$ cat src/pdp_regs.vh
`ifndef PDP_REGS_VH
`define PDP_REGS_VH

// Register indices; byte address is four times the index
`define PDP_TWO_IDX 10'h096
`define PDP_THREE_IDX 10'h098
`define PDP_CTRL_IDX 10'h09c
`define PDP_STAT_IDX 10'h09d

`define PDP_TWO_RESET 32'h00000000
`define PDP_THREE_RESET 32'h00000000
`define PDP_CTRL_RESET 32'h00000000

// Profile fields
`define PDP_PARITY_BIT 31
`define PDP_STEP0_MSB 30
`define PDP_STEP_W 3
`define PDP_RSVD_MSB 6

// Control fields
`define PDP_CTRL_EN_BIT 0
`define PDP_CTRL_DIV_LSB 8
`define PDP_CTRL_DIV_W 8

// Status fields
`define PDP_STAT_STEP_LSB 0
`define PDP_STAT_MODE_BIT 3
`define PDP_STAT_CODE_LSB 4
`define PDP_STAT_PWM_BIT 7
`define PDP_STAT_CNT_LSB 16

// Duty in hundredths of a percent
`define PDP_DUTY_W 14
`define PDP_DUTY_C0 14'h0000
`define PDP_DUTY_C1 14'h1388
`define PDP_DUTY_C2 14'h1d4c
`define PDP_DUTY_C3 14'h20b7
`define PDP_DUTY_C4 14'h222e
`define PDP_DUTY_C5 14'h249f
`define PDP_DUTY_C6 14'h2616
`define PDP_DUTY_C7 14'h26ac
`define PDP_DUTY_FULL 14'h2710

`endif

$ cat src/pdp_duty_lut.v
`timescale 1ns/1ps
`include "pdp_regs.vh"

module pdp_duty_lut (
  input wire [2:0] code,                   // Step duty code
  output reg [`PDP_DUTY_W-1:0] duty        // Duty, hundredths of percent
);

  always @*
  begin
    case (code)
      3'h0: duty = `PDP_DUTY_C0;
      3'h1: duty = `PDP_DUTY_C1;
      3'h2: duty = `PDP_DUTY_C2;
      3'h3: duty = `PDP_DUTY_C3;
      3'h4: duty = `PDP_DUTY_C4;
      3'h5: duty = `PDP_DUTY_C5;
      3'h6: duty = `PDP_DUTY_C6;
      default: duty = `PDP_DUTY_C7;
    endcase
  end

endmodule

$ cat src/pdp_pwm.v
`timescale 1ns/1ps
`include "pdp_regs.vh"

module pdp_pwm #(
  parameter [`PDP_DUTY_W-1:0] STEPS = `PDP_DUTY_FULL
) (
  input wire pclk,                         // Clock
  input wire presetn,                      // Async reset, active low
  input wire enable,                       // Carrier running
  input wire [`PDP_CTRL_DIV_W-1:0] div,    // Tick divider minus one
  input wire [`PDP_DUTY_W-1:0] duty,       // Duty, hundredths of percent
  output reg pwm                           // Modulated output
);

  reg [`PDP_CTRL_DIV_W-1:0] pre;
  reg tick;
  reg [`PDP_DUTY_W-1:0] cnt;

  // One-cycle tick every div+1 clocks
  always @(posedge pclk or negedge presetn)
  begin
    if (!presetn)
    begin
      pre <= {`PDP_CTRL_DIV_W{1'b0}};
      tick <= 1'b0;
    end
    else if (!enable)
    begin
      pre <= {`PDP_CTRL_DIV_W{1'b0}};
      tick <= 1'b0;
    end
    else if (pre >= div)
    begin
      pre <= {`PDP_CTRL_DIV_W{1'b0}};
      tick <= 1'b1;
    end
    else
    begin
      pre <= pre + 8'h01;
      tick <= 1'b0;
    end
  end

  always @(posedge pclk or negedge presetn)
  begin
    if (!presetn)
    begin
      cnt <= {`PDP_DUTY_W{1'b0}};
      pwm <= 1'b0;
    end
    else if (!enable)
    begin
      cnt <= {`PDP_DUTY_W{1'b0}};
      pwm <= 1'b0;
    end
    else
    begin
      if (tick)
      begin
        if (cnt >= STEPS - 14'h0001)
          cnt <= {`PDP_DUTY_W{1'b0}};
        else
          cnt <= cnt + 14'h0001;
      end
      // Compare against duty; 0 % stays low for the whole carrier
      pwm <= (cnt < duty);
    end
  end

endmodule

$ cat src/pdp_profile_regs.v
// Operation
// Two-phase profile register at index 0x96, 32 bits, resets to zero.
// Two-phase register holds eight 3-bit step codes, step 0 at 30:28 downward.
// Codes map to 0, 50, 75, 83.75, 87.5, 93.75, 97.5, 99 percent.
// At two-phase step k the duty from two-phase field k is applied.
// Two-phase bits 6:0 are plain read/write storage, reset zero, no effect.
// Three-phase profile register at index 0x98, 32 bits, resets to zero.
// Three-phase steps 0 to 2 at 30:28, 27:25, 24:22, same code mapping.
// Three-phase steps 3 to 7 continue downward to 9:7, applied per step.
// Bit 31 of each profile is stored parity, returned as written, not checked.
`timescale 1ns/1ps
`include "pdp_regs.vh"

module pdp_profile_regs #(
  parameter [`PDP_DUTY_W-1:0] PWM_STEPS = `PDP_DUTY_FULL
) (
  input wire pclk,                         // Clock, 250 MHz
  input wire presetn,                      // Async reset, active low
  input wire psel,                         // APB select
  input wire penable,                      // APB access phase
  input wire pwrite,                       // APB write
  input wire [11:0] paddr,                 // APB byte address
  input wire [31:0] pwdata,                // APB write data
  input wire [3:0] pstrb,                  // APB byte strobes
  output reg [31:0] prdata,                // APB read data
  output reg pready,                       // APB ready
  output reg pslverr,                      // APB error, unmapped address
  input wire step_valid,                   // Modulation reached a new step
  input wire [2:0] step_idx,               // Step number within the interval
  input wire step_triple,                  // 1: three-phase step, 0: two-phase
  output reg [2:0] duty_code,              // Code in force
  output reg [`PDP_DUTY_W-1:0] duty_level, // Duty in force, hundredths of percent
  output reg duty_update,                  // Pulse: new duty in force
  output reg [31:0] two_profile,           // Two-phase profile contents
  output reg [31:0] three_profile,         // Three-phase profile contents
  output wire pwm_out                      // Carrier modulated at duty_level
);

  reg [31:0] ctrl;
  reg [2:0] cur_step;
  reg cur_triple;
  reg [15:0] step_count;
  reg [31:0] next_prdata;
  reg next_err;
  wire [2:0] sel_code;
  wire [`PDP_DUTY_W-1:0] sel_duty;
  wire setup;
  wire access;
  wire do_write;

  // Step k field sits at bits 30-3k down to 28-3k
  function [2:0] step_field;
    input [31:0] prof;
    input [2:0] k;
    reg [4:0] lsb;
    begin
      lsb = 5'd28 - {k, 1'b0} - {2'b00, k};
      step_field = prof[lsb +: `PDP_STEP_W];
    end
  endfunction

  // Word index compare; byte address is index times four
  function hit;
    input [11:0] addr;
    input [9:0] idx;
    begin
      hit = (addr[11:2] == idx) && (addr[1:0] == 2'b00);
    end
  endfunction

  // Byte-lane merge so partial writes keep the other lanes
  function [31:0] merge;
    input [31:0] old;
    input [31:0] wd;
    input [3:0] strb;
    integer i;
    begin
      merge = old;
      for (i = 0; i < 4; i = i + 1)
      begin
        if (strb[i])
          merge[i*8 +: 8] = wd[i*8 +: 8];
      end
    end
  endfunction

  assign setup = psel && !penable;
  assign access = psel && penable && pready;
  assign do_write = access && pwrite && !pslverr;

  // Read data and error are prepared in the setup cycle
  always @*
  begin
    next_prdata = 32'h00000000;
    next_err = 1'b0;
    if (hit(paddr, `PDP_TWO_IDX))
      next_prdata = two_profile;
    else if (hit(paddr, `PDP_THREE_IDX))
      next_prdata = three_profile;
    else if (hit(paddr, `PDP_CTRL_IDX))
      next_prdata = ctrl;
    else if (hit(paddr, `PDP_STAT_IDX))
    begin
      next_prdata[`PDP_STAT_STEP_LSB +: 3] = cur_step;
      next_prdata[`PDP_STAT_MODE_BIT] = cur_triple;
      next_prdata[`PDP_STAT_CODE_LSB +: 3] = duty_code;
      next_prdata[`PDP_STAT_PWM_BIT] = pwm_out;
      next_prdata[`PDP_STAT_CNT_LSB +: 16] = step_count;
    end
    else
      next_err = 1'b1;
  end

  // Zero-wait slave: ready in the first access cycle
  always @(posedge pclk or negedge presetn)
  begin
    if (!presetn)
    begin
      pready <= 1'b0;
      pslverr <= 1'b0;
      prdata <= 32'h00000000;
    end
    else if (setup)
    begin
      pready <= 1'b1;
      pslverr <= next_err;
      prdata <= pwrite ? 32'h00000000 : next_prdata;
    end
    else
    begin
      pready <= 1'b0;
      pslverr <= 1'b0;
      prdata <= 32'h00000000;
    end
  end

  // Whole-word storage, parity and reserved bits included
  always @(posedge pclk or negedge presetn)
  begin
    if (!presetn)
    begin
      two_profile <= `PDP_TWO_RESET;
      three_profile <= `PDP_THREE_RESET;
      ctrl <= `PDP_CTRL_RESET;
    end
    else if (do_write)
    begin
      if (hit(paddr, `PDP_TWO_IDX))
        two_profile <= merge(two_profile, pwdata, pstrb);
      if (hit(paddr, `PDP_THREE_IDX))
        three_profile <= merge(three_profile, pwdata, pstrb);
      if (hit(paddr, `PDP_CTRL_IDX))
        ctrl <= merge(ctrl, pwdata, pstrb);
    end
  end

  // Code picked from the profile matching the interval kind
  assign sel_code = step_triple ? step_field(three_profile, step_idx)
                                : step_field(two_profile, step_idx);

  pdp_duty_lut u_lut (
    .code(sel_code),
    .duty(sel_duty)
  );

  // Duty latched at the step so a mid-step profile write waits for the next step
  always @(posedge pclk or negedge presetn)
  begin
    if (!presetn)
    begin
      duty_code <= 3'h0;
      duty_level <= `PDP_DUTY_C0;
      duty_update <= 1'b0;
      cur_step <= 3'h0;
      cur_triple <= 1'b0;
      step_count <= 16'h0000;
    end
    else if (step_valid)
    begin
      duty_code <= sel_code;
      duty_level <= sel_duty;
      duty_update <= 1'b1;
      cur_step <= step_idx;
      cur_triple <= step_triple;
      step_count <= step_count + 16'h0001;
    end
    else
      duty_update <= 1'b0;
  end

  pdp_pwm #(
    .STEPS(PWM_STEPS)
  ) u_pwm (
    .pclk(pclk),
    .presetn(presetn),
    .enable(ctrl[`PDP_CTRL_EN_BIT]),
    .div(ctrl[`PDP_CTRL_DIV_LSB +: `PDP_CTRL_DIV_W]),
    .duty(duty_level),
    .pwm(pwm_out)
  );

endmodule

$ cat config.mk
export PLATFORM = sky130hd
export DESIGN_NAME = pdp_profile_regs
export DESIGN_NICKNAME = d
export VERILOG_FILES = /design/src/pdp_duty_lut.v /design/src/pdp_pwm.v /design/src/pdp_profile_regs.v
export VERILOG_INCLUDE_DIRS = /design/src
export SDC_FILE = /design/constraint.sdc
export NUM_CORES = 1
export LEC_CHECK = 0
export ABC_AREA = 1
export BUFFER_PORTS_ARGS = -buffer_cell sky130_fd_sc_hd__clkbuf_2
export CAP_MARGIN = 20
export CELL_PAD_IN_SITES_DETAIL_PLACEMENT = 1
export CELL_PAD_IN_SITES_GLOBAL_PLACEMENT = 2
export CORE_MARGIN = 10
export CORE_UTILIZATION = 33
export CTS_BUF_LIST = sky130_fd_sc_hd__clkbuf_8
export CTS_CLUSTER_DIAMETER = 40
export DETAILED_ROUTE_END_ITERATION = 16
export GPL_TIMING_DRIVEN = 0
export HOLD_SLACK_MARGIN = 0.05
export PLACE_DENSITY = 0.8
export SLEW_MARGIN = 5
export SYNTH_ARGS = -nofsm -noshare
export SYNTH_HDL_FRONTEND = slang
export SYNTH_SLANG_ARGS = --single-unit
$ cat constraint.sdc
create_clock -name pclk -period 1.85 [get_ports pclk]
set_input_delay 0.555 -clock pclk [delete_from_list [all_inputs] [get_ports pclk]]
set_output_delay 0.555 -clock pclk [all_outputs]
set_load 0.01 [all_outputs]
==> results of run 1 <==
==> area by class of cell <==
type / count / area [um^2] / share of cell area, %
Timing Repair Buffer: 220 / 1370 / 10.3
Inverter: 117 / 463 / 3.50
Buffer: 52 / 450 / 3.41
Clock inverter: 13 / 165 / 1.25
Sequential cell: 190 / 4760 / 36.0
Multi-Input combinational cell: 932 / 5290 / 40.0
Tap cell: 390 / 488 / 3.69
Clock buffer: 18 / 248 / 1.87
==> worst register-to-register path: cells and delay by family (launching register included) <==
kind          cells  cell delay (ns)
flops             1             0.44
simple gates     14             1.33
==> synth_stat cells (13+ instances only) <==
cell type | number | area (um^2)
nand2_1 | 437 | 1640
dfrtp_1 | 190 | 4750
o21ai_0 | 143 | 716
inv_1 | 116 | 435
nand3_1 | 101 | 505
nor2_1 | 69 | 259
a21oi_1 | 38 | 190
clkbuf_1 | 36 | 135
ha_1 | 29 | 363
a41oi_1 | 24 | 210
xor2_1 | 19 | 166
buf_2 | 13 | 65.1
==> sequential cells by signal, indices dropped and copies added (netlist names) <==
name and flops:
duty_code 3, u_pwm.tick 1, u_pwm.cnt 14, cur_step 3, prdata 32, pready 1
u_pwm.pwm 1, ctrl 32, duty_update 1, u_pwm.pre 8, step_count 16, three_profile 32
cur_triple 1, pslverr 1, two_profile 32, duty_level 12
==> final timing paths <==
kind	startpoint	end	cells past startpoint
min in group asynchronous	presetn	u_pwm.cnt[5]	2
setup / recovery	step_idx[0]	duty_level[4]	19
hold reg to reg	ctrl[12]	ctrl[12]	2
max in group asynchronous	presetn	three_profile[13]	4
hold / removal	penable	pready	2
setup reg to reg	three_profile[16]	duty_level[4]	14
==> layer usage <==
metal  vias up  part of all wire [%]  track usage (%)
met5         -                     0                0
met1      4960                    45             26.3
met4         0                   1.2             4.91
met2       186                    49             34.3
met3        25                   4.5             4.50
li1       4729                     -                -
==> power by group through the flow <==
stage / combinational (mW) / clock [mW] / sequential [mW]
3_3_place_gp: 1.21 / 0 / 4.55
4_1_cts: 1.51 / 3.09 / 4.48
3_5_place_dp: 1.26 / 0 / 4.56
2_1_floorplan: 0.713 / 0 / 4.54
5_1_grt: 1.80 / 3.27 / 4.50
6_report: 1.62 / 3.00 / 4.48
==> through the flow <==
step	hold slack [ns]	power (mW)	setup WS [ns]	std cells
6_report	0.267	9.10	-0.465	1932
5_1_grt	0.252	9.57	-0.512	1932
4_1_cts	0.205	9.08	-0.361	1918
3_5_place_dp	0.441	5.82	-1.40	1858
3_3_place_gp	0.466	5.76	-3.61	1856
2_1_floorplan	0.259	5.25	-0.579	1293
==> layout by cell type (no fill, tap or decap), types with 11 or more instances in the layout <==
master    instances
a21oi_1          36
a41oi_1          16
buf_4            37
buf_6            12
clkbuf_2        185
clkbuf_8         27
dfrtp_1         188
ha_1             27
inv_1           110
nand2_1         400
nand2_2          26
nand3_1          63
nand3_2          33
nor2_1           52
nor2_2           11
o21ai_0         102
o21ai_1          39
xor2_1           19
==> logic make-up after synthesis <==
logic type	synth area share [%]
AND/OR/NAND/NOR	26.6
adder cells (fa/ha/maj)	3.63
XOR/XNOR	2.10
buffers and inverters	6.88
AO/OA/AOI/OAI	13.2
flip-flops	47.6
==> repair_timing <==
action,in CTS,in global routing
endpoints found under the setup margin,139,126
hold buffers,1,0
gates cloned,3,1
endpoints found under the hold margin,20,0
pin swaps,40,35
gates resized for setup,113,87
buffers inserted,27,14
==> reports/results.ini, run 1 <==
[cells_and_area]
area_delta_synth_final_pct=32.3
drive_above_1_share_pct=28.3
fillers=3670
utilization_pct=44.4
finalNetCount=1617
finalInstanceArea_um2=13200
diodes=0

[pwr]
p_clk_share_pct=33.0
intPower_mw=6.31
p_per_area_nw_per_um2=688
vdd_drop_max_mv=0.452
leakage_nw=6.56
comb_power_share_pct=17.8
p_sw_share_pct=30.7
p_switching_mw=2.79
seq_power_share_pct=49.2

[floorplan]
initial_utilization_pct=33.6
die_x_um=194
pin_count=175
die_h_um=194
std_cell_rows=63
dieArea_um2=37700
core-area_um2=29800

[clock_network]
clkTransAtPathRegs_ns=0.10
cts_tree=built
cts_made_buffers=17
cts_buffer_depth=2
cts_sinks=190
clock-root-buffer=clkbuf_8
clock_latency_ns=0.51
cts_htree_levels=4

[global_routing]
track_usage_pct=20.5
grt_pass1_wl_um=61600
grt_pass1_vias=10543
antenna_found_initial=0
grt_max_degree=90
grt-ovfl-total=0

[drt]
vias=9900
first_pass_iters=5
routed_wirelength_um=38900
wl_per_cell_um=20.1
route.detailed.drc=0
drt-vias-per-instance=5.12
dr.first_iter.drc_count=482
ant_nets=0

[sta]
slew_viol_final=0
min_period_ns=2.32
rsz0062_at_grt=true
finalWorstSetupSlack_ns=-0.465
hold_viol=0
fin_crit_sh_pct=125
fmax_ghz=0.432
maxSlewHeadroom_pct=59.0
finClkSkew_ns=0.0171
tns_ns=-5.79
setup_viol=17
worstMarginPinSlew_ns=0.615

[synthesis]
synth_edf_count=0
synthArstFlopShare_pct=100
syn_inst=1293
yosysUniqueCellTypes=38
synth_seq_cells=190
seq_area_frac_synth_pct=47.6
ys.flop_type=dfrtp_1
syn-num-nets=1380
syn_avg_cell_area_um2=7.73
syn_area_um2=10000
yosys_warnings=0

[worst_setup_path]
setup.worst_path.end_class=flip-flop
start_kind=input port
critical_path_peak_fanout=7
slowest_delay_ns=0.26
cp_num_buf_inv=7
crit_path_cell_trace=clkbuf_16 > buf_12 > inv_6 > buf_12 > buf_12 > ha_4 > nor2_4 > inv_4 > nand2_8 > buf_8 > nand3_2 > nor2_1 > nor2_1 > o21ai_1 > nand3_1 > nand2_4 > nand2_2 > nor2_2 > nor2_1
worstPathArrival_ns=2.71
cp_slowest_cell=ha_4
crit_type=in2reg
critPathTopFamily=simple AND/OR/NAND/NOR gates
required_ns=2.25
ff2ff_setup_slack_ns=0

[placement]
dp.final_hpwl_um=29200
io_buffers=173
placed_area_um2=11700
place.gp.congestion=0.873

[outcome]
outcome=finished with violations
violations=setup timing

[hold_path]
min_path_type=in2reg

[flow_run]
max_cap_viol_count=0

(Power assumes the default switching activity.)
==> run 2, diff against run 1 <==
--- a/config.mk
+++ b/config.mk
@@ -6,19 +6,19 @@
 export SDC_FILE = /design/constraint.sdc
 export NUM_CORES = 1
 export LEC_CHECK = 0
-export ABC_AREA = 1
 export BUFFER_PORTS_ARGS = -buffer_cell sky130_fd_sc_hd__clkbuf_2
 export CAP_MARGIN = 20
 export CELL_PAD_IN_SITES_DETAIL_PLACEMENT = 1
 export CELL_PAD_IN_SITES_GLOBAL_PLACEMENT = 2
 export CORE_MARGIN = 10
-export CORE_UTILIZATION = 33
+export CORE_UTILIZATION = 35
 export CTS_BUF_LIST = sky130_fd_sc_hd__clkbuf_8
 export CTS_CLUSTER_DIAMETER = 40
 export DETAILED_ROUTE_END_ITERATION = 16
 export GPL_TIMING_DRIVEN = 0
 export HOLD_SLACK_MARGIN = 0.05
-export PLACE_DENSITY = 0.8
+export PLACE_DENSITY = 0.75
+export SKIP_CTS_REPAIR_TIMING = 1
 export SLEW_MARGIN = 5
 export SYNTH_ARGS = -nofsm -noshare
 export SYNTH_HDL_FRONTEND = slang
==> run 2 against run 1 <==
Compared with the run above: the run still ends with setup timing left; global-route usage fell by 2.0 points; largest cell class unchanged; critical path type unchanged; die area decreased by 4.6%; critical path depth shrank 6; non-clock buffer count is 56 higher; synthesized cell count shrank 35%; flip-flop and latch count unchanged; worst setup slack got worse by 0.29 ns; clock power down 5%; highest routed layer unchanged; via count down 14%; register-to-register slack worse by 0.66 ns; synthesized area grew 0.61%; design area is 10% higher.
==> reports/results.ini, run 2 <==
[outcome]
outcome=finished with violations
violations=setup timing

[sta]
slew_viol_final=0  ; unchanged
maxSlewHeadroom_pct=45.4  ; -14 points
worstMarginPinSlew_ns=0.818  ; +0.203 ns
hold_viol=0  ; unchanged
finalWorstSetupSlack_ns=-0.752  ; -0.287 ns
setup_viol=163  ; +146
fin_crit_sh_pct=141  ; +16 points
min_period_ns=2.60  ; +0.287 ns
fmax_ghz=0.384  ; -11%
rsz0062_at_grt=true
finClkSkew_ns=0.0213  ; +0.00426 ns

[pwr]
p_per_area_nw_per_um2=596  ; -13%
leakage_nw=6.73  ; +2.6%
power_mw=8.68  ; -4.6%
vdd_drop_max_mv=0.444  ; -1.8%

[synthesis]
syn-num-nets=932  ; -32%
synth_seq_cells=190  ; unchanged
synthTopCellsByArea=dfrtp_1 (47%), mux2_2 (11%), mux4_1 (4.2%)
yosys_warnings=0  ; unchanged
ys.flop_type=dfrtp_1
yosys.area.top_type=dfrtp_1
synthArstFlopShare_pct=100  ; unchanged
syn_area_um2=10100  ; +0.61%
synthTopCellsByCount=dfrtp_1 (190), mux2_2 (98), nand2_1 (52)
seq_area_frac_synth_pct=47.3  ; -0.29 points
syn_inst=845  ; -35%
yosysTopAreaCellShare_pct=47.3  ; -0.29 points
yosysUniqueCellTypes=70  ; +84%
syn_avg_cell_area_um2=11.9  ; +54%
synth_most_common_cell=dfrtp_1
synth_edf_count=0  ; unchanged

[floorplan]
initial_utilization_pct=35.2  ; +1.7 points
dieArea_um2=35900  ; -4.6%
std_cell_rows=62  ; -1.6%
pin_count=175  ; unchanged
die_h_um=190  ; -2.3%
die_x_um=190  ; -2.3%
core-area_um2=28500  ; -4.2%

[cells_and_area]
fillers=2981  ; -19%
utilization_pct=51.0  ; +6.6 points
drive_above_1_share_pct=57.5  ; +29 points
diodes=0  ; unchanged
area_delta_synth_final_pct=44.7
multi_input_area_um2=6170  ; +17%
final_cells=1544  ; -20%
regArea_um2=4790  ; +0.71%
layout_commonest_cell=clkbuf_2
final_cell_mix=clkbuf_2 (170), dfrtp_1 (161), mux2_4 (84)
finalNetCount=1235  ; -24%

[global_routing]
antenna_found_initial=0  ; unchanged
grt_pass1_vias=8250  ; -22%
track_usage_pct=18.5  ; -2.0 points
grt_pass1_wl_um=51500  ; -16%
grt-ovfl-total=0  ; unchanged
grt_max_degree=88  ; -2.2%

[flow_run]
max_cap_viol_count=0  ; unchanged

[drt]
routed_wirelength_um=37100  ; -4.4%
wl_per_cell_um=24.1  ; +20%
ant_nets=0  ; unchanged
drt-vias-per-instance=5.49  ; +7.1%
vias=8471  ; -14%
first_pass_iters=5  ; unchanged
route.detailed.drc=0  ; unchanged
dr.first_iter.drc_count=555  ; +15%

[clock_network]
cts_made_buffers=17  ; unchanged
cts_sinks=190  ; unchanged
cts_tree=built
clock-root-buffer=clkbuf_8
cts_buffer_depth=2  ; unchanged
clkTransAtPathRegs_ns=0.11  ; about the same
cts_htree_levels=4  ; unchanged
clock_latency_ns=0.48  ; -0.03 ns

[worst_setup_path]
crit_start=step_idx[1]
critical_path.most_common_cell=buf_4
crit_type=in2reg
worst-r2r-cell-count=8  ; -6
r2r-end=duty_level[4]
critical_path_peak_fanout=7  ; unchanged
ff2ff_setup_slack_ns=-0.66  ; -0.66 ns
cp_num_buf_inv=4  ; -3
start_kind=input port
worstSetupEndpoint=duty_level[4]
required_ns=2.25  ; about the same
crit_path_cell_trace=buf_4 > inv_2 > ha_4 > buf_8 > nor3b_4 > buf_4 > a22o_1 > nor4_2 > o21ai_2 > o22ai_4 > nand2_4 > mux2_4 > a31oi_4
slowest_delay_ns=0.35  ; +0.09 ns
critPathTopFamily=compound AO/OA/AOI/OAI gates
worst-path-stages=13  ; -6
setup.worst_path.end_class=flip-flop
rr_startpoint=three_profile[16]
worstPathArrival_ns=3.00  ; +0.29 ns
cp_slowest_cell=o22ai_4

[placement]
place.gp.congestion=0.838  ; -4.0%
io_buffers=174  ; +0.58%
dp.final_hpwl_um=25400  ; -13%
dp.cells=1405  ; -24%

[hold_path]
min_from=step_valid
min_path_type=in2reg
holdPathStages=1  ; -1

run 2: routing by layer:
metal / track usage [%] / vias to the layer above / share of wire, %
met5: 0 / - / 0
met4: 4.21 / 0 / 2.0
met3: 4.10 / 43 / 4.9
met2: 29.4 / 243 / 49
met1: 25.1 / 4422 / 44
li1: - / 3763 / -
run 2: logic make-up after synthesis:
kind of cell	Yosys count	synth area share, %
AOI/OAI and AO/OA	183	12.3
xor gates and xnor gates	24	2.16
adders and majority gates	29	3.61
buffers and inverters	72	3.28
DFF	190	47.3
muxes	156	21.7
and+or+nand+nor	191	9.72
run 2: layout make-up:
type	instances	share of cell area, %
Buffer	42	3.17
Clock buffer	18	1.70
Clock inverter	13	0.954
Inverter	28	0.808
Multi-Input combinational cell	583	42.4
Sequential cell	190	32.9
Tap cell	384	3.30
Timing Repair Buffer	286	14.8
run 2: worst reg2reg max path, cell delays in order, from the launching register on:
cell,delay (ns)
dfrtp_1,0.60
mux4_1,0.36
nor2_1,0.07
nor4b_2,0.33
o21ai_2,0.14
o22ai_4,0.35
nand2_4,0.12
mux2_4,0.31
a31oi_4,0.18
run 2: per-stage QoR:
| step | area [um^2] | setup TNS (ns) | worst slack [ns] | hold slack (ns) |
|---|---|---|---|---|
| finish | 14600 | -44.36 | -0.752 | 0.207 |
| global route | 14600 | -51.69 | -0.809 | 0.182 |
| CTS | 12200 | -96.19 | -1.10 | -0.0701 |
| detailed placement | 11800 | -170.93 | -1.64 | 0.455 |
| global placement | 11700 | -847.12 | -3.59 | 0.468 |
| floorplan | 10400 | -84.03 | -0.837 | 0.259 |
run 2: power breakdown:
group / leakage, nW / internal [mW] / total, mW / switching (mW)
clock: 0.194 / 1.24 / 2.85 / 1.61
combinational: 4.01 / 0.626 / 1.34 / 0.718
sequential: 2.52 / 4.29 / 4.49 / 0.196
run 2: how the worst min path moves through the flow:
stage                           endpoint  slack, ns
final                        duty_update       0.21
after global routing         duty_update       0.18
after CTS                    duty_update      -0.07
after detailed placement     duty_update       0.46
after global placement    step_count[15]       0.47
after floorplan                  ctrl[0]       0.26
